<file path="src/clock_synth_pkg.sv">
package clock_synth_pkg;

  localparam int          NUM_REGS      = 24;
  localparam int          REG_ADDR_W    = 5;
  localparam logic [4:0]  FB_BASE       = 5'h00;
  localparam logic [4:0]  OUTDIV_BASE   = 5'h04;
  localparam logic [4:0]  CTRL_BASE     = 5'h08;
  localparam logic [4:0]  STYLE_BASE    = 5'h0c;
  localparam logic [4:0]  OE_BASE       = 5'h10;
  localparam logic [4:0]  RSVD_REG      = 5'h14;
  localparam logic [4:0]  LAST_REG      = 5'h17;

  // control register field positions
  localparam int          CP_LSB        = 0;
  localparam int          P_LSB         = 2;
  localparam int          PS_LSB        = 4;
  localparam int          BYPASS_BIT    = 6;

  // writable bit masks; other bits read zero
  localparam logic [7:0]  FB_MASK       = 8'hff;
  localparam logic [7:0]  OUTDIV_MASK   = 8'h7f;
  localparam logic [7:0]  CTRL_MASK     = 8'h7f;
  localparam logic [7:0]  OUTPUT_MASK   = 8'hee;
  localparam logic [7:0]  NO_BITS       = 8'h00;

  localparam logic [5:0]  SLAVE_ADDR_HI = 6'h37;

  localparam logic [2:0]  DIV_BY1       = 3'h1;
  localparam logic [2:0]  DIV_BY2       = 3'h2;
  localparam logic [2:0]  DIV_BY4       = 3'h4;
  localparam logic [2:0]  DIV_BY5       = 3'h5;
  localparam logic [6:0]  OUTDIV_FLOOR  = 7'h02;
  localparam logic [6:0]  OUTDIV_ODD_TOP = 7'h06;

  // synchronised pin vector positions
  localparam int          PIN_SCL       = 0;
  localparam int          PIN_SDA       = 1;
  localparam int          PIN_SEL0      = 2;
  localparam int          PIN_SEL1      = 3;
  localparam int          PIN_REFCLK    = 4;
  localparam int          PIN_ADDRSEL   = 5;
  localparam logic [5:0]  PIN_RESET     = 6'h03;

  typedef enum logic [1:0] {PRESCALE_X1, PRESCALE_HALF, PRESCALE_X2} prescale_t;

  typedef enum {I2C_IDLE, I2C_ADDR, I2C_ADDR_ACK, I2C_PTR, I2C_WDATA, I2C_DATA_ACK,
                I2C_RDATA, I2C_MASTER_ACK} i2c_state_t;

  // factory profile image, register 23 first
  localparam logic [23:0][7:0] FACTORY_DEFAULTS = {
    8'h00, 8'h00, 8'h00, 8'h00,
    8'hee, 8'hee, 8'hee, 8'hee,
    8'hee, 8'hee, 8'hee, 8'hee,
    8'h21, 8'h20, 8'h21, 8'h21,
    8'h04, 8'h08, 8'h04, 8'h08,
    8'h20, 8'h10, 8'h14, 8'h19};

endpackage

</file>
<file path="src/i2c_byte_slave.sv">
`timescale 1ns/1ps
module i2c_byte_slave
  import clock_synth_pkg::*;
(
  // clock and reset
  input  wire logic                  core_clk,
  input  wire logic                  reset_n,
  // synchronised bus levels
  input  wire logic                  sclLevel,
  input  wire logic                  sdaLevel,
  input  wire logic [6:0]            devAddr,
  // register access
  input  wire logic [7:0]            rdByte,
  output logic      [REG_ADDR_W-1:0] regPtr,
  output logic                       wrStrobe,
  output logic      [REG_ADDR_W-1:0] wrAddr,
  output logic      [7:0]            wrData,
  output logic                       sdaOe
);
  import clock_synth_pkg::*;

  typedef struct packed {
    i2c_state_t            st;
    logic [3:0]            cnt;
    logic [7:0]            sh;
    logic                  rw;
    logic                  nack;
    logic [REG_ADDR_W-1:0] ptr;
    logic                  wr;
    logic [REG_ADDR_W-1:0] wa;
    logic [7:0]            wd;
    logic                  oe;
    logic                  sclPrev;
    logic                  sdaPrev;
  } slave_t;

  slave_t q, d;
  logic   rise, fall, startCond, stopCond;

  always_comb begin
    d         = q;
    d.wr      = 1'b0;
    d.sclPrev = sclLevel;
    d.sdaPrev = sdaLevel;
    rise      = sclLevel && !q.sclPrev;
    fall      = !sclLevel && q.sclPrev;
    startCond = sclLevel && q.sclPrev && q.sdaPrev && !sdaLevel;
    stopCond  = sclLevel && q.sclPrev && !q.sdaPrev && sdaLevel;
    if (startCond) begin
      d.st  = I2C_ADDR;
      d.cnt = '0;
      d.oe  = 1'b0;
    end else if (stopCond) begin
      d.st = I2C_IDLE;
      d.oe = 1'b0;
    end else if (rise) begin
      if (q.st == I2C_ADDR || q.st == I2C_PTR || q.st == I2C_WDATA) begin
        d.sh  = {q.sh[6:0], sdaLevel};
        d.cnt = q.cnt + 4'h1;
      end
      if (q.st == I2C_MASTER_ACK) begin
        d.nack = sdaLevel;
      end
    end else if (fall) begin
      case (q.st)
        I2C_ADDR: begin
          if (q.cnt == 4'h8) begin
            // only our address pulls the ack low
            if (q.sh[7:1] == devAddr) begin
              d.oe = 1'b1;
              d.rw = q.sh[0];
              d.st = I2C_ADDR_ACK;
            end else begin
              d.st = I2C_IDLE;
            end
          end
        end
        I2C_ADDR_ACK: begin
          d.cnt = '0;
          if (q.rw) begin
            d.sh = rdByte;
            d.oe = !rdByte[7];
            d.st = I2C_RDATA;
          end else begin
            d.oe = 1'b0;
            d.st = I2C_PTR;
          end
        end
        I2C_PTR: begin
          if (q.cnt == 4'h8) begin
            d.ptr = q.sh[REG_ADDR_W-1:0];
            d.oe  = 1'b1;
            d.st  = I2C_DATA_ACK;
          end
        end
        I2C_WDATA: begin
          if (q.cnt == 4'h8) begin
            d.wr  = 1'b1;
            d.wa  = q.ptr;
            d.wd  = q.sh;
            d.ptr = q.ptr + 5'h01;
            d.oe  = 1'b1;
            d.st  = I2C_DATA_ACK;
          end
        end
        I2C_DATA_ACK: begin
          d.oe  = 1'b0;
          d.cnt = '0;
          d.st  = I2C_WDATA;
        end
        I2C_RDATA: begin
          // msb first; release for the master's ack bit
          if (q.cnt == 4'h7) begin
            d.oe  = 1'b0;
            d.ptr = q.ptr + 5'h01;
            d.st  = I2C_MASTER_ACK;
          end else begin
            d.sh  = {q.sh[6:0], 1'b0};
            d.oe  = !q.sh[6];
            d.cnt = q.cnt + 4'h1;
          end
        end
        I2C_MASTER_ACK: begin
          d.cnt = '0;
          if (q.nack) begin
            d.st = I2C_IDLE;
          end else begin
            d.sh = rdByte;
            d.oe = !rdByte[7];
            d.st = I2C_RDATA;
          end
        end
        default: begin
          d.oe = 1'b0;
        end
      endcase
    end
  end

  always_ff @(posedge core_clk or negedge reset_n) begin
    if (!reset_n) begin
      q         <= '0;
      q.st      <= I2C_IDLE;
      q.sclPrev <= 1'b1;
      q.sdaPrev <= 1'b1;
    end else begin
      q <= d;
    end
  end

  assign regPtr   = q.ptr;
  assign wrStrobe = q.wr;
  assign wrAddr   = q.wa;
  assign wrData   = q.wd;
  assign sdaOe    = q.oe;

  property p_ptr_advance;
    @(posedge core_clk) disable iff (!reset_n)
    q.wr |-> q.ptr == q.wa + 5'h01;
  endproperty
  a_ptr_advance: assert property (p_ptr_advance) else $error("pointer did not advance after write");

  property p_addr_ack;
    @(posedge core_clk) disable iff (!reset_n)
    (q.st == I2C_ADDR && d.st == I2C_ADDR_ACK) |-> q.sh[7:1] == devAddr;
  endproperty
  a_addr_ack: assert property (p_addr_ack) else $error("acked a foreign address");

endmodule

</file>
<file path="src/clock_synth_profile_config.sv">
`timescale 1ns/1ps
// Function
// - input divider codes give 1,2,4,5
// - prescaler 00 x1, 01 half, 1x x2
// - feedback divider is twice stored code
// - output divider 2..6, then even to 126
// - bandwidth field drives charge pump current
// - bypass sends prescaler through output divider
// - enable bit 1 drives, 0 high impedance
// - style bit 1 LVDS, 0 LVPECL
// - four preloaded copies of every field
// - crystal reference forces input divider one
// - selected profile applied, follows pins and writes
// - slave address 110111 plus address select
// - block access auto increments, msb first
module clock_synth_profile_config
  import clock_synth_pkg::*;
(
  // clock and reset
  input  wire logic            core_clk,
  input  wire logic            reset_n,
  // serial configuration pins
  input  wire logic            sclIn,
  input  wire logic            sdaIn,
  output logic                 sdaOut,
  output logic                 sdaOe,
  input  wire logic            addrSelect,
  // profile and reference selection
  input  wire logic [1:0]      profileSelectPins,
  input  wire logic            refSelectClk,
  // synthesizer path settings
  output logic      [2:0]      inputDivideRatio,
  output prescale_t            prescalerMode,
  output logic      [8:0]      feedbackDivideRatio,
  output logic      [6:0]      outputDivideRatio,
  output logic      [1:0]      chargePumpCurrent,
  output logic                 synthBypass,
  // output fanout settings
  output logic      [5:0]      outputDriveEnable,
  output logic      [5:0]      outputLevelStyle
);
  import clock_synth_pkg::*;

  typedef struct packed {
    logic [5:0]            syncA;
    logic [5:0]            syncB;
    logic [5:0]            syncC;
    logic [5:0]            pins;
    logic [23:0][7:0]      regs;
    logic [2:0]            inDiv;
    prescale_t             ps;
    logic [8:0]            fbDiv;
    logic [6:0]            outDiv;
    logic [1:0]            cp;
    logic                  bypass;
    logic [5:0]            drive;
    logic [5:0]            style;
  } top_t;

  top_t                  q, d;
  logic [REG_ADDR_W-1:0] regPtr;
  logic                  wrStrobe;
  logic [REG_ADDR_W-1:0] wrAddr;
  logic [7:0]            wrData;
  logic [7:0]            rdByte;
  logic [1:0]            prof;
  logic [7:0]            ctrl;

  function automatic logic [7:0] write_mask(input logic [REG_ADDR_W-1:0] a);
    if (a < OUTDIV_BASE)       write_mask = FB_MASK;
    else if (a < CTRL_BASE)    write_mask = OUTDIV_MASK;
    else if (a < STYLE_BASE)   write_mask = CTRL_MASK;
    else if (a < RSVD_REG)     write_mask = OUTPUT_MASK;
    else                       write_mask = NO_BITS;
  endfunction

  // six outputs sit around the two reserved bit positions
  function automatic logic [5:0] per_output(input logic [7:0] r);
    per_output = {r[7:5], r[3:1]};
  endfunction

  function automatic logic [6:0] out_divide(input logic [6:0] c);
    if (c < OUTDIV_FLOOR)        out_divide = OUTDIV_FLOOR;
    else if (c < OUTDIV_ODD_TOP) out_divide = c;
    else                         out_divide = {c[6:1], 1'b0};
  endfunction

  i2c_byte_slave u_slave (
    .core_clk (core_clk),
    .reset_n  (reset_n),
    .sclLevel (q.pins[PIN_SCL]),
    .sdaLevel (q.pins[PIN_SDA]),
    .devAddr  ({SLAVE_ADDR_HI, q.pins[PIN_ADDRSEL]}),
    .rdByte   (rdByte),
    .regPtr   (regPtr),
    .wrStrobe (wrStrobe),
    .wrAddr   (wrAddr),
    .wrData   (wrData),
    .sdaOe    (sdaOe)
  );

  // registers past the map read as zero
  assign rdByte = (regPtr <= LAST_REG) ? q.regs[regPtr] : 8'h00;
  assign prof   = q.pins[PIN_SEL1:PIN_SEL0];
  assign ctrl   = q.regs[CTRL_BASE + 5'(prof)];

  always_comb begin
    d       = q;
    d.syncA = {addrSelect, refSelectClk, profileSelectPins, sdaIn, sclIn};
    d.syncB = q.syncA;
    d.syncC = q.syncB;
    for (int i = 0; i < 6; i++) begin
      // a change counts only once two late stages agree
      if (q.syncB[i] == q.syncC[i]) begin
        d.pins[i] = q.syncC[i];
      end
    end
    if (wrStrobe && wrAddr <= LAST_REG) begin
      d.regs[wrAddr] = wrData & write_mask(wrAddr);
    end
    // settings recomputed every cycle from the live profile
    if (!q.pins[PIN_REFCLK]) begin
      d.inDiv = DIV_BY1;
    end else begin
      case (ctrl[P_LSB +: 2])
        2'h0:    d.inDiv = DIV_BY1;
        2'h1:    d.inDiv = DIV_BY2;
        2'h2:    d.inDiv = DIV_BY4;
        default: d.inDiv = DIV_BY5;
      endcase
    end
    case (ctrl[PS_LSB +: 2])
      2'h0:    d.ps = PRESCALE_X1;
      2'h1:    d.ps = PRESCALE_HALF;
      default: d.ps = PRESCALE_X2;
    endcase
    d.fbDiv  = {q.regs[FB_BASE + 5'(prof)], 1'b0};
    d.outDiv = out_divide(q.regs[OUTDIV_BASE + 5'(prof)][6:0]);
    d.cp     = ctrl[CP_LSB +: 2];
    d.bypass = ctrl[BYPASS_BIT];
    d.drive  = per_output(q.regs[OE_BASE + 5'(prof)]);
    d.style  = per_output(q.regs[STYLE_BASE + 5'(prof)]);
  end

  always_ff @(posedge core_clk or negedge reset_n) begin
    if (!reset_n) begin
      q        <= '0;
      q.syncA  <= PIN_RESET;
      q.syncB  <= PIN_RESET;
      q.syncC  <= PIN_RESET;
      q.pins   <= PIN_RESET;
      q.regs   <= FACTORY_DEFAULTS;
      q.inDiv  <= DIV_BY1;
      q.ps     <= PRESCALE_X1;
    end else begin
      q <= d;
    end
  end

  assign sdaOut              = 1'b0;
  assign inputDivideRatio    = q.inDiv;
  assign prescalerMode       = q.ps;
  assign feedbackDivideRatio = q.fbDiv;
  assign outputDivideRatio   = q.outDiv;
  assign chargePumpCurrent   = q.cp;
  assign synthBypass         = q.bypass;
  assign outputDriveEnable   = q.drive;
  assign outputLevelStyle    = q.style;

  property p_div5;
    @(posedge core_clk) disable iff (!reset_n)
    q.pins[PIN_REFCLK] && ctrl[P_LSB +: 2] == 2'h3 |=> inputDivideRatio == DIV_BY5;
  endproperty
  a_div5: assert property (p_div5) else $error("input divider code 11 not five");

  property p_crystal;
    @(posedge core_clk) disable iff (!reset_n)
    !q.pins[PIN_REFCLK] |=> inputDivideRatio == DIV_BY1;
  endproperty
  a_crystal: assert property (p_crystal) else $error("crystal path not divide by one");

  property p_prescale;
    @(posedge core_clk) disable iff (!reset_n)
    reset_n && ctrl[PS_LSB + 1] |=> prescalerMode == PRESCALE_X2;
  endproperty
  a_prescale: assert property (p_prescale) else $error("prescaler upper bit not x2");

  // sampled reset keeps the release edge, with outputs still cleared, out of the check
  property p_feedback;
    @(posedge core_clk) disable iff (!reset_n)
    reset_n |=> feedbackDivideRatio == {$past(q.regs[FB_BASE + 5'(prof)]), 1'b0};
  endproperty
  a_feedback: assert property (p_feedback) else $error("feedback not twice stored code");

  property p_outdiv;
    @(posedge core_clk) disable iff (!reset_n)
    q.regs[OUTDIV_BASE + 5'(prof)][6:0] == 7'h03 |=> outputDivideRatio == 7'h03;
  endproperty
  a_outdiv: assert property (p_outdiv) else $error("output divider three lost");

  property p_bypass;
    @(posedge core_clk) disable iff (!reset_n)
    reset_n |=> synthBypass == $past(ctrl[BYPASS_BIT]) && chargePumpCurrent == $past(ctrl[CP_LSB +: 2]);
  endproperty
  a_bypass: assert property (p_bypass) else $error("bypass or bandwidth not followed");

  property p_drive;
    @(posedge core_clk) disable iff (!reset_n)
    reset_n |=> outputDriveEnable[0] == $past(q.regs[OE_BASE + 5'(prof)][1]);
  endproperty
  a_drive: assert property (p_drive) else $error("first output enable mismatch");

  property p_style;
    @(posedge core_clk) disable iff (!reset_n)
    reset_n |=> outputLevelStyle[5] == $past(q.regs[STYLE_BASE + 5'(prof)][7]);
  endproperty
  a_style: assert property (p_style) else $error("last output style mismatch");

  property p_readback;
    @(posedge core_clk) disable iff (!reset_n)
    wrStrobe && wrAddr <= LAST_REG |=> q.regs[$past(wrAddr)] == ($past(wrData) & write_mask($past(wrAddr)));
  endproperty
  a_readback: assert property (p_readback) else $error("written value not stored");

  property p_live_edit;
    @(posedge core_clk) disable iff (!reset_n)
    wrStrobe && wrAddr == FB_BASE + 5'(prof) && $stable(prof) ##1 $stable(prof)
      |=> feedbackDivideRatio == {$past(wrData, 2), 1'b0};
  endproperty
  a_live_edit: assert property (p_live_edit) else $error("live edit not applied in two cycles");

endmodule

</file>
<file path="config.mk">
export PLATFORM = sky130hd
export DESIGN_NAME = clock_synth_profile_config
export DESIGN_NICKNAME = d
export VERILOG_FILES = /design/src/clock_synth_pkg.sv /design/src/i2c_byte_slave.sv /design/src/clock_synth_profile_config.sv
export SDC_FILE = /design/constraint.sdc
export NUM_CORES = 1
export LEC_CHECK = 0
export BUFFER_PORTS_ARGS = -buffer_cell sky130_fd_sc_hd__buf_2
export CORE_ASPECT_RATIO = 0.6
export CORE_MARGIN = 3
export CORE_UTILIZATION = 65
export DETAILED_ROUTE_END_ITERATION = 8
export GPL_TIMING_DRIVEN = 1
export PLACE_DENSITY = 0.94
export SLEW_MARGIN = 20
export SYNTH_ARGS = -nofsm -noshare
export SYNTH_HDL_FRONTEND = slang
export SYNTH_HIERARCHICAL = 1
export SYNTH_SLANG_ARGS = --single-unit
</file>
<file path="constraint.sdc">
create_clock -name core_clk -period 5.7 [get_ports core_clk]
set_input_delay 0.285 -clock core_clk [delete_from_list [all_inputs] [get_ports core_clk]]
set_output_delay 0.285 -clock core_clk [all_outputs]
set_load 0.05 [all_outputs]
</file>
* Yosys cells after proc, flatten, opt, wreduce, memory -nomap -nowiden
Index checks and enable logic that the tools add are counted. Widths: inputs -> output; s select.
Cells by class: $lt $le $gt $ge 16, $add $sub $neg 6, muxes and demuxes 68, bitwise logic cells 4, reduce and logical (&&, ||, !) cells 36, equality and inequality tests 41
Operators with widths (number):
- $bmux 8 s5 | 5
- $bwmux 192 | 1
- $pmux 32 s6 | 1
- $eq 32x3->1 const B | 5
- $mux 32 | 5
- $mux 8 | 13
- $eq 32x2->1 const B | 3
- $eq 32x4->1 const B | 2
- $mux 20 | 3
- $mux 45 | 1
- $demux 8 s5 | 1
- $mux 12 | 3
- $mux 36 | 1
- $mux 33 | 1
- $eq 32x1->1 const B | 1
- $lt 5x6->1 const B | 5
- $mux 14 | 2
- $ne 4x1->1 const B | 6
- $pmux 8 s3 | 1
- $mux 7 | 3
- $bmux 8 s2 | 1
- $reduce_and 8->1 | 2
- $mux 1 | 15
- $pmux 5 s3 | 1
- other kinds (50) | 89
Word-level totals: logic and storage cells 224, register bits after elaboration 319, input bits 8

* Logic depth before layout (Yosys ltp)
depth in word-level cells 10, depth in mapped cells 12, gate-level depth less buffers 8

* Cells and area by module
Netlist, hierarchy kept.
By module, submodules not included:
- clock_synth_profile_config | cells each 902, sequential area each 6374.9 µm², instances 1, area an instance 11333.4 µm²
- i2c_byte_slave | cells each 246, sequential area each 978.4 µm², instances 1, area an instance 2488.6 µm²

* Least setup slack after synthesis
Ideal clock, no wire load.
kind register to register, start register u_slave.q (netlist bit u_slave/regPtr[0]), end register u_slave/q[25] (netlist bit), setup slack 2.981 ns, path buffers 3, data arrival time 2.595 ns, cell stages (with the launch flop) 11, clock period less this slack 2.719 ns, setup time 0.125 ns, cells stage by stage dfrtp_1 buf_4 buf_2 buf_2 mux4_2 a22oi_1 o211ai_1 nor2b_1 mux2_2 a22o_1 mux2_2
On the way: cells in the longest elaborated chain, start to end 7, elaborated cells on any way between the ends 9, those cells by class order compare: 1; mux: 8
Ends and longest elaborated chain:
- from (decl) | RTL line i2c_byte_slave.sv:37 | slave_t q, d;
- $bmux 8 s5 | RTL line clock_synth_profile_config.sv:103 | assign rdByte = (regPtr <= LAST_REG) ? q.regs[regPtr] : 8'h00;
- $mux 8 (implied by the code) | RTL line clock_synth_profile_config.sv:103
- $mux 8 (*) | RTL line clock_synth_profile_config.sv:103
- net rdByte[1] | RTL line clock_synth_profile_config.sv:65 | logic [7:0] rdByte;
- $mux 8, on equally long branches | RTL line i2c_byte_slave.sv:125, i2c_byte_slave.sv:80
- $pmux 8 s3 (*) | RTL line i2c_byte_slave.sv:65 | case (q.st)
- $mux 45 (*) | RTL line i2c_byte_slave.sv:64 | end else if (fall) begin
- $mux 12 (*) | RTL line i2c_byte_slave.sv:56 | end else if (rise) begin
Mark *: on every way through the listed nets, which the timed path passes. The rest lies on a longest branch. The select of a mux whose other input is x is not followed. A chain may end at the register's enable or synchronous reset.

* Worst setup path in the final report
Same ends and word-level chain as after synthesis.

==> metrics.txt <==
Clock Path Buffers 3; crit end category register; Distinct cells, synth 65; H-tree Lvls 1; clk root buf clkbuf_16; Synth async-reset ratio 1.00; clock skew 15.4 ps; Core ar. 0.0204 mm2; fin nets 1138; post-DP HPWL 23.7 mm; Pleak 0.00622 uW; die width 194 um; reg2reg end u_slave/q[25]; sw frac 0.224; Synth top area share 0.386; Startpoint Class register; input/output buffers 43; Post-Syn Area 0.0138 mm2; GRT Util Overall 0.306; power share of the sequential group 0.524; Metal-1 WL 13.9 mm; Multi-input gate area 0.00573 mm2; initial antenna violation count 0; starting DRC count in detailed routing 1396; status complete, no violations; setup_tns 0 ps; Routed met2 length 15.4 mm; Max Fclk 0.276 GHz; Area contributors post-synth dfrtp_1, dfstp_2, mux4_2, mux2_2, mux2i_1; Seq cells post-synth 290; worst hold path class register to register; critical path fanouts, max 48; fin crit period 3620 ps; clock-pin slew on the worst setup and hold paths 70 ps; WHS Path Cells 0; Clk pwr share 0.434; CTS Sinks 290; R2R depth 8; DRC violations left 0; Critical Path RT 6110 ps; final-layout fill cell count 1327; Clock Latency Late Sink 530 ps; r2r startpoint u_slave/regPtr[0]; Overflow after GRT 0; most frequent cells in the layout dfrtp_1, nand2_1, o21ai_0; IO Pins 46; vias in the first global route 9536; Routed wire per std cell 24.5 um; worst slew pin tran 1020 ps; Post-Route WL 34.7 mm; Crit Path Class register to register; Comb pwr share 0.042; total chip power 4040 uW; Rows 40; Setup WS post-layout 2080 ps; Synth area leader dfrtp_1; Pint 3140 uW; metal3 WL 4.22 mm; final antenna-violating net count 0; Final Instance Area 0.0147 mm2; fin crit share 0.635; final slew viol count 0; CTS tree built; pre-CTS setup slack 2150 ps; P&R area growth vs syn 6.37%; syn_area_per_cell 12.0 um2; GPL Wtd Cong 0.963; Num CTS Buffers 25; postcts setup bufs 0; first-pass GRT wire length 55.3 mm; register area share after synthesis 0.532; DP Area 0.0138 mm2; post-DR vias/cell 6.80; maxcap violations 0; cts repair resizes 0; Syn Inst Count 1148; Worst EP arrival 4030 ps; Initial Utilization 0.677; via count 9610; ys flop type dfrtp_1; Endpoint, Worst Hold d[239]; endpoints failing hold 0; first-pass detailed-route iteration total 5; share of layout cells above drive strength 1 0.260; number of synthesized flops with an enable pin 0; die height 119 um; Slew headroom 0.313; register-to-register setup slack 2080 ps; Psw 906 uW; RSZ-0062 raised after global routing false; PwrDens 275 mW/mm2; setup violators final 0; hold_sp d[245]; Register Area 0.00736 mm2; peak supply drop 0.000219 V; highest metal used met4; Die Area 0.0231 mm2; Ys Warns 6; largest net degree at the start of global routing 105; commonest non-fill, non-tap cell in the layout dfrtp_1
## flip-flops by register name, indices dropped and copies added (netlist names), 6 cells and up
register / cells
outputDriveEnable: 6
u_slave/wrData: 8
u_slave/q: 19
feedbackDivideRatio: 8
outputDivideRatio: 7
d: 12
q: 202
outputLevelStyle: 6
## Yosys cell counts, types with 6 or more instances
cell type,number
maj3_1,6
nand3_1,26
mux2_1,6
ha_1,9
o211ai_1,9
a22o_1,8
buf_2,26
o21ai_0,109
mux2_2,64
dfrtp_1,213
buf_4,57
mux2i_1,65
clkbuf_1,32
mux4_2,48
a221oi_1,7
nand2_1,119
nor2_1,14
and3b_1,6
nor2b_1,29
a22oi_1,24
nand2b_1,16
inv_1,12
a21oi_1,16
nand4_1,20
nor3b_1,6
dfstp_2,77
and2_1,54
nor3_1,6
## power by group through the flow
stage	logic, uW	registers (uW)	clock network, uW
3_3_place_gp	159	2150	0
2_1_floorplan	113	2140	0
5_1_grt	190	2120	1870
3_5_place_dp	166	2160	0
4_1_cts	171	2120	1770
6_report	170	2120	1750
## what timing repair did
item	4_1_cts	5_1_grt
setup endpoints to repair	0	0
hold endpoints to repair	75	0
hold buffers	7	0
## critical path: stages, from the launching register on
cell and delay, ps:
dfrtp_4 990, buf_4 660, mux4_2 580, a22oi_1 170
o211ai_1 120, nor2b_1 160, mux2_2 310, a22o_1 190
mux2_2 260
## logic make-up after synthesis
kind of cell               Yosys count  share of synthesized area
DFF                                290                      0.532
muxes                              185                      0.186
AOI/OAI and AO/OA                  203                     0.0897
adders and majority gates           15                     0.0125
buffers and inverters              133                     0.0551
and+or+nand+nor                    310                      0.118
xor gates and xnor gates            10                    0.00634
other                                2                   0.000543
## layer usage
metal	track usage	vias up
met5	0	-
met4	0.0941	0
met3	0.0953	118
met2	0.446	634
met1	0.446	4849
li1	-	4009
## area by class of cell
cell class                      instances  share of cell area
Inverter                               12             0.00306
Sequential cell                       290               0.500
Multi-Input combinational cell        731               0.390
Clock buffer                           36              0.0502
Tap cell                              273              0.0232
Clock inverter                         10             0.00723
Timing Repair Buffer                   61              0.0257
Antenna cell                            1            0.000170
## how the worst max path moves through the flow
| stage | cells past startpoint | startpoint | to |
|---|---|---|---|
| final | 8 | u_slave/regPtr[0] | u_slave/q[25] |
| after detailed placement | 8 | u_slave/regPtr[0] | u_slave/q[25] |
| after global routing | 8 | u_slave/regPtr[0] | u_slave/q[25] |
| after global placement | 8 | u_slave/regPtr[0] | u_slave/q[25] |
| after CTS | 8 | u_slave/regPtr[0] | u_slave/q[25] |
| after floorplan | 10 | u_slave/regPtr[0] | u_slave/q[25] |
## metrics by stage
step	hold WS, ps	std cells	utilization
6_report	349	1414	0.720
5_1_grt	358	1413	0.720
4_1_cts	351	1413	0.720
3_5_place_dp	336	1360	0.675
3_3_place_gp	333	1360	0.675
2_1_floorplan	-10.6	1154	-
No activity file was read; power rests on OpenSTA's default activity.
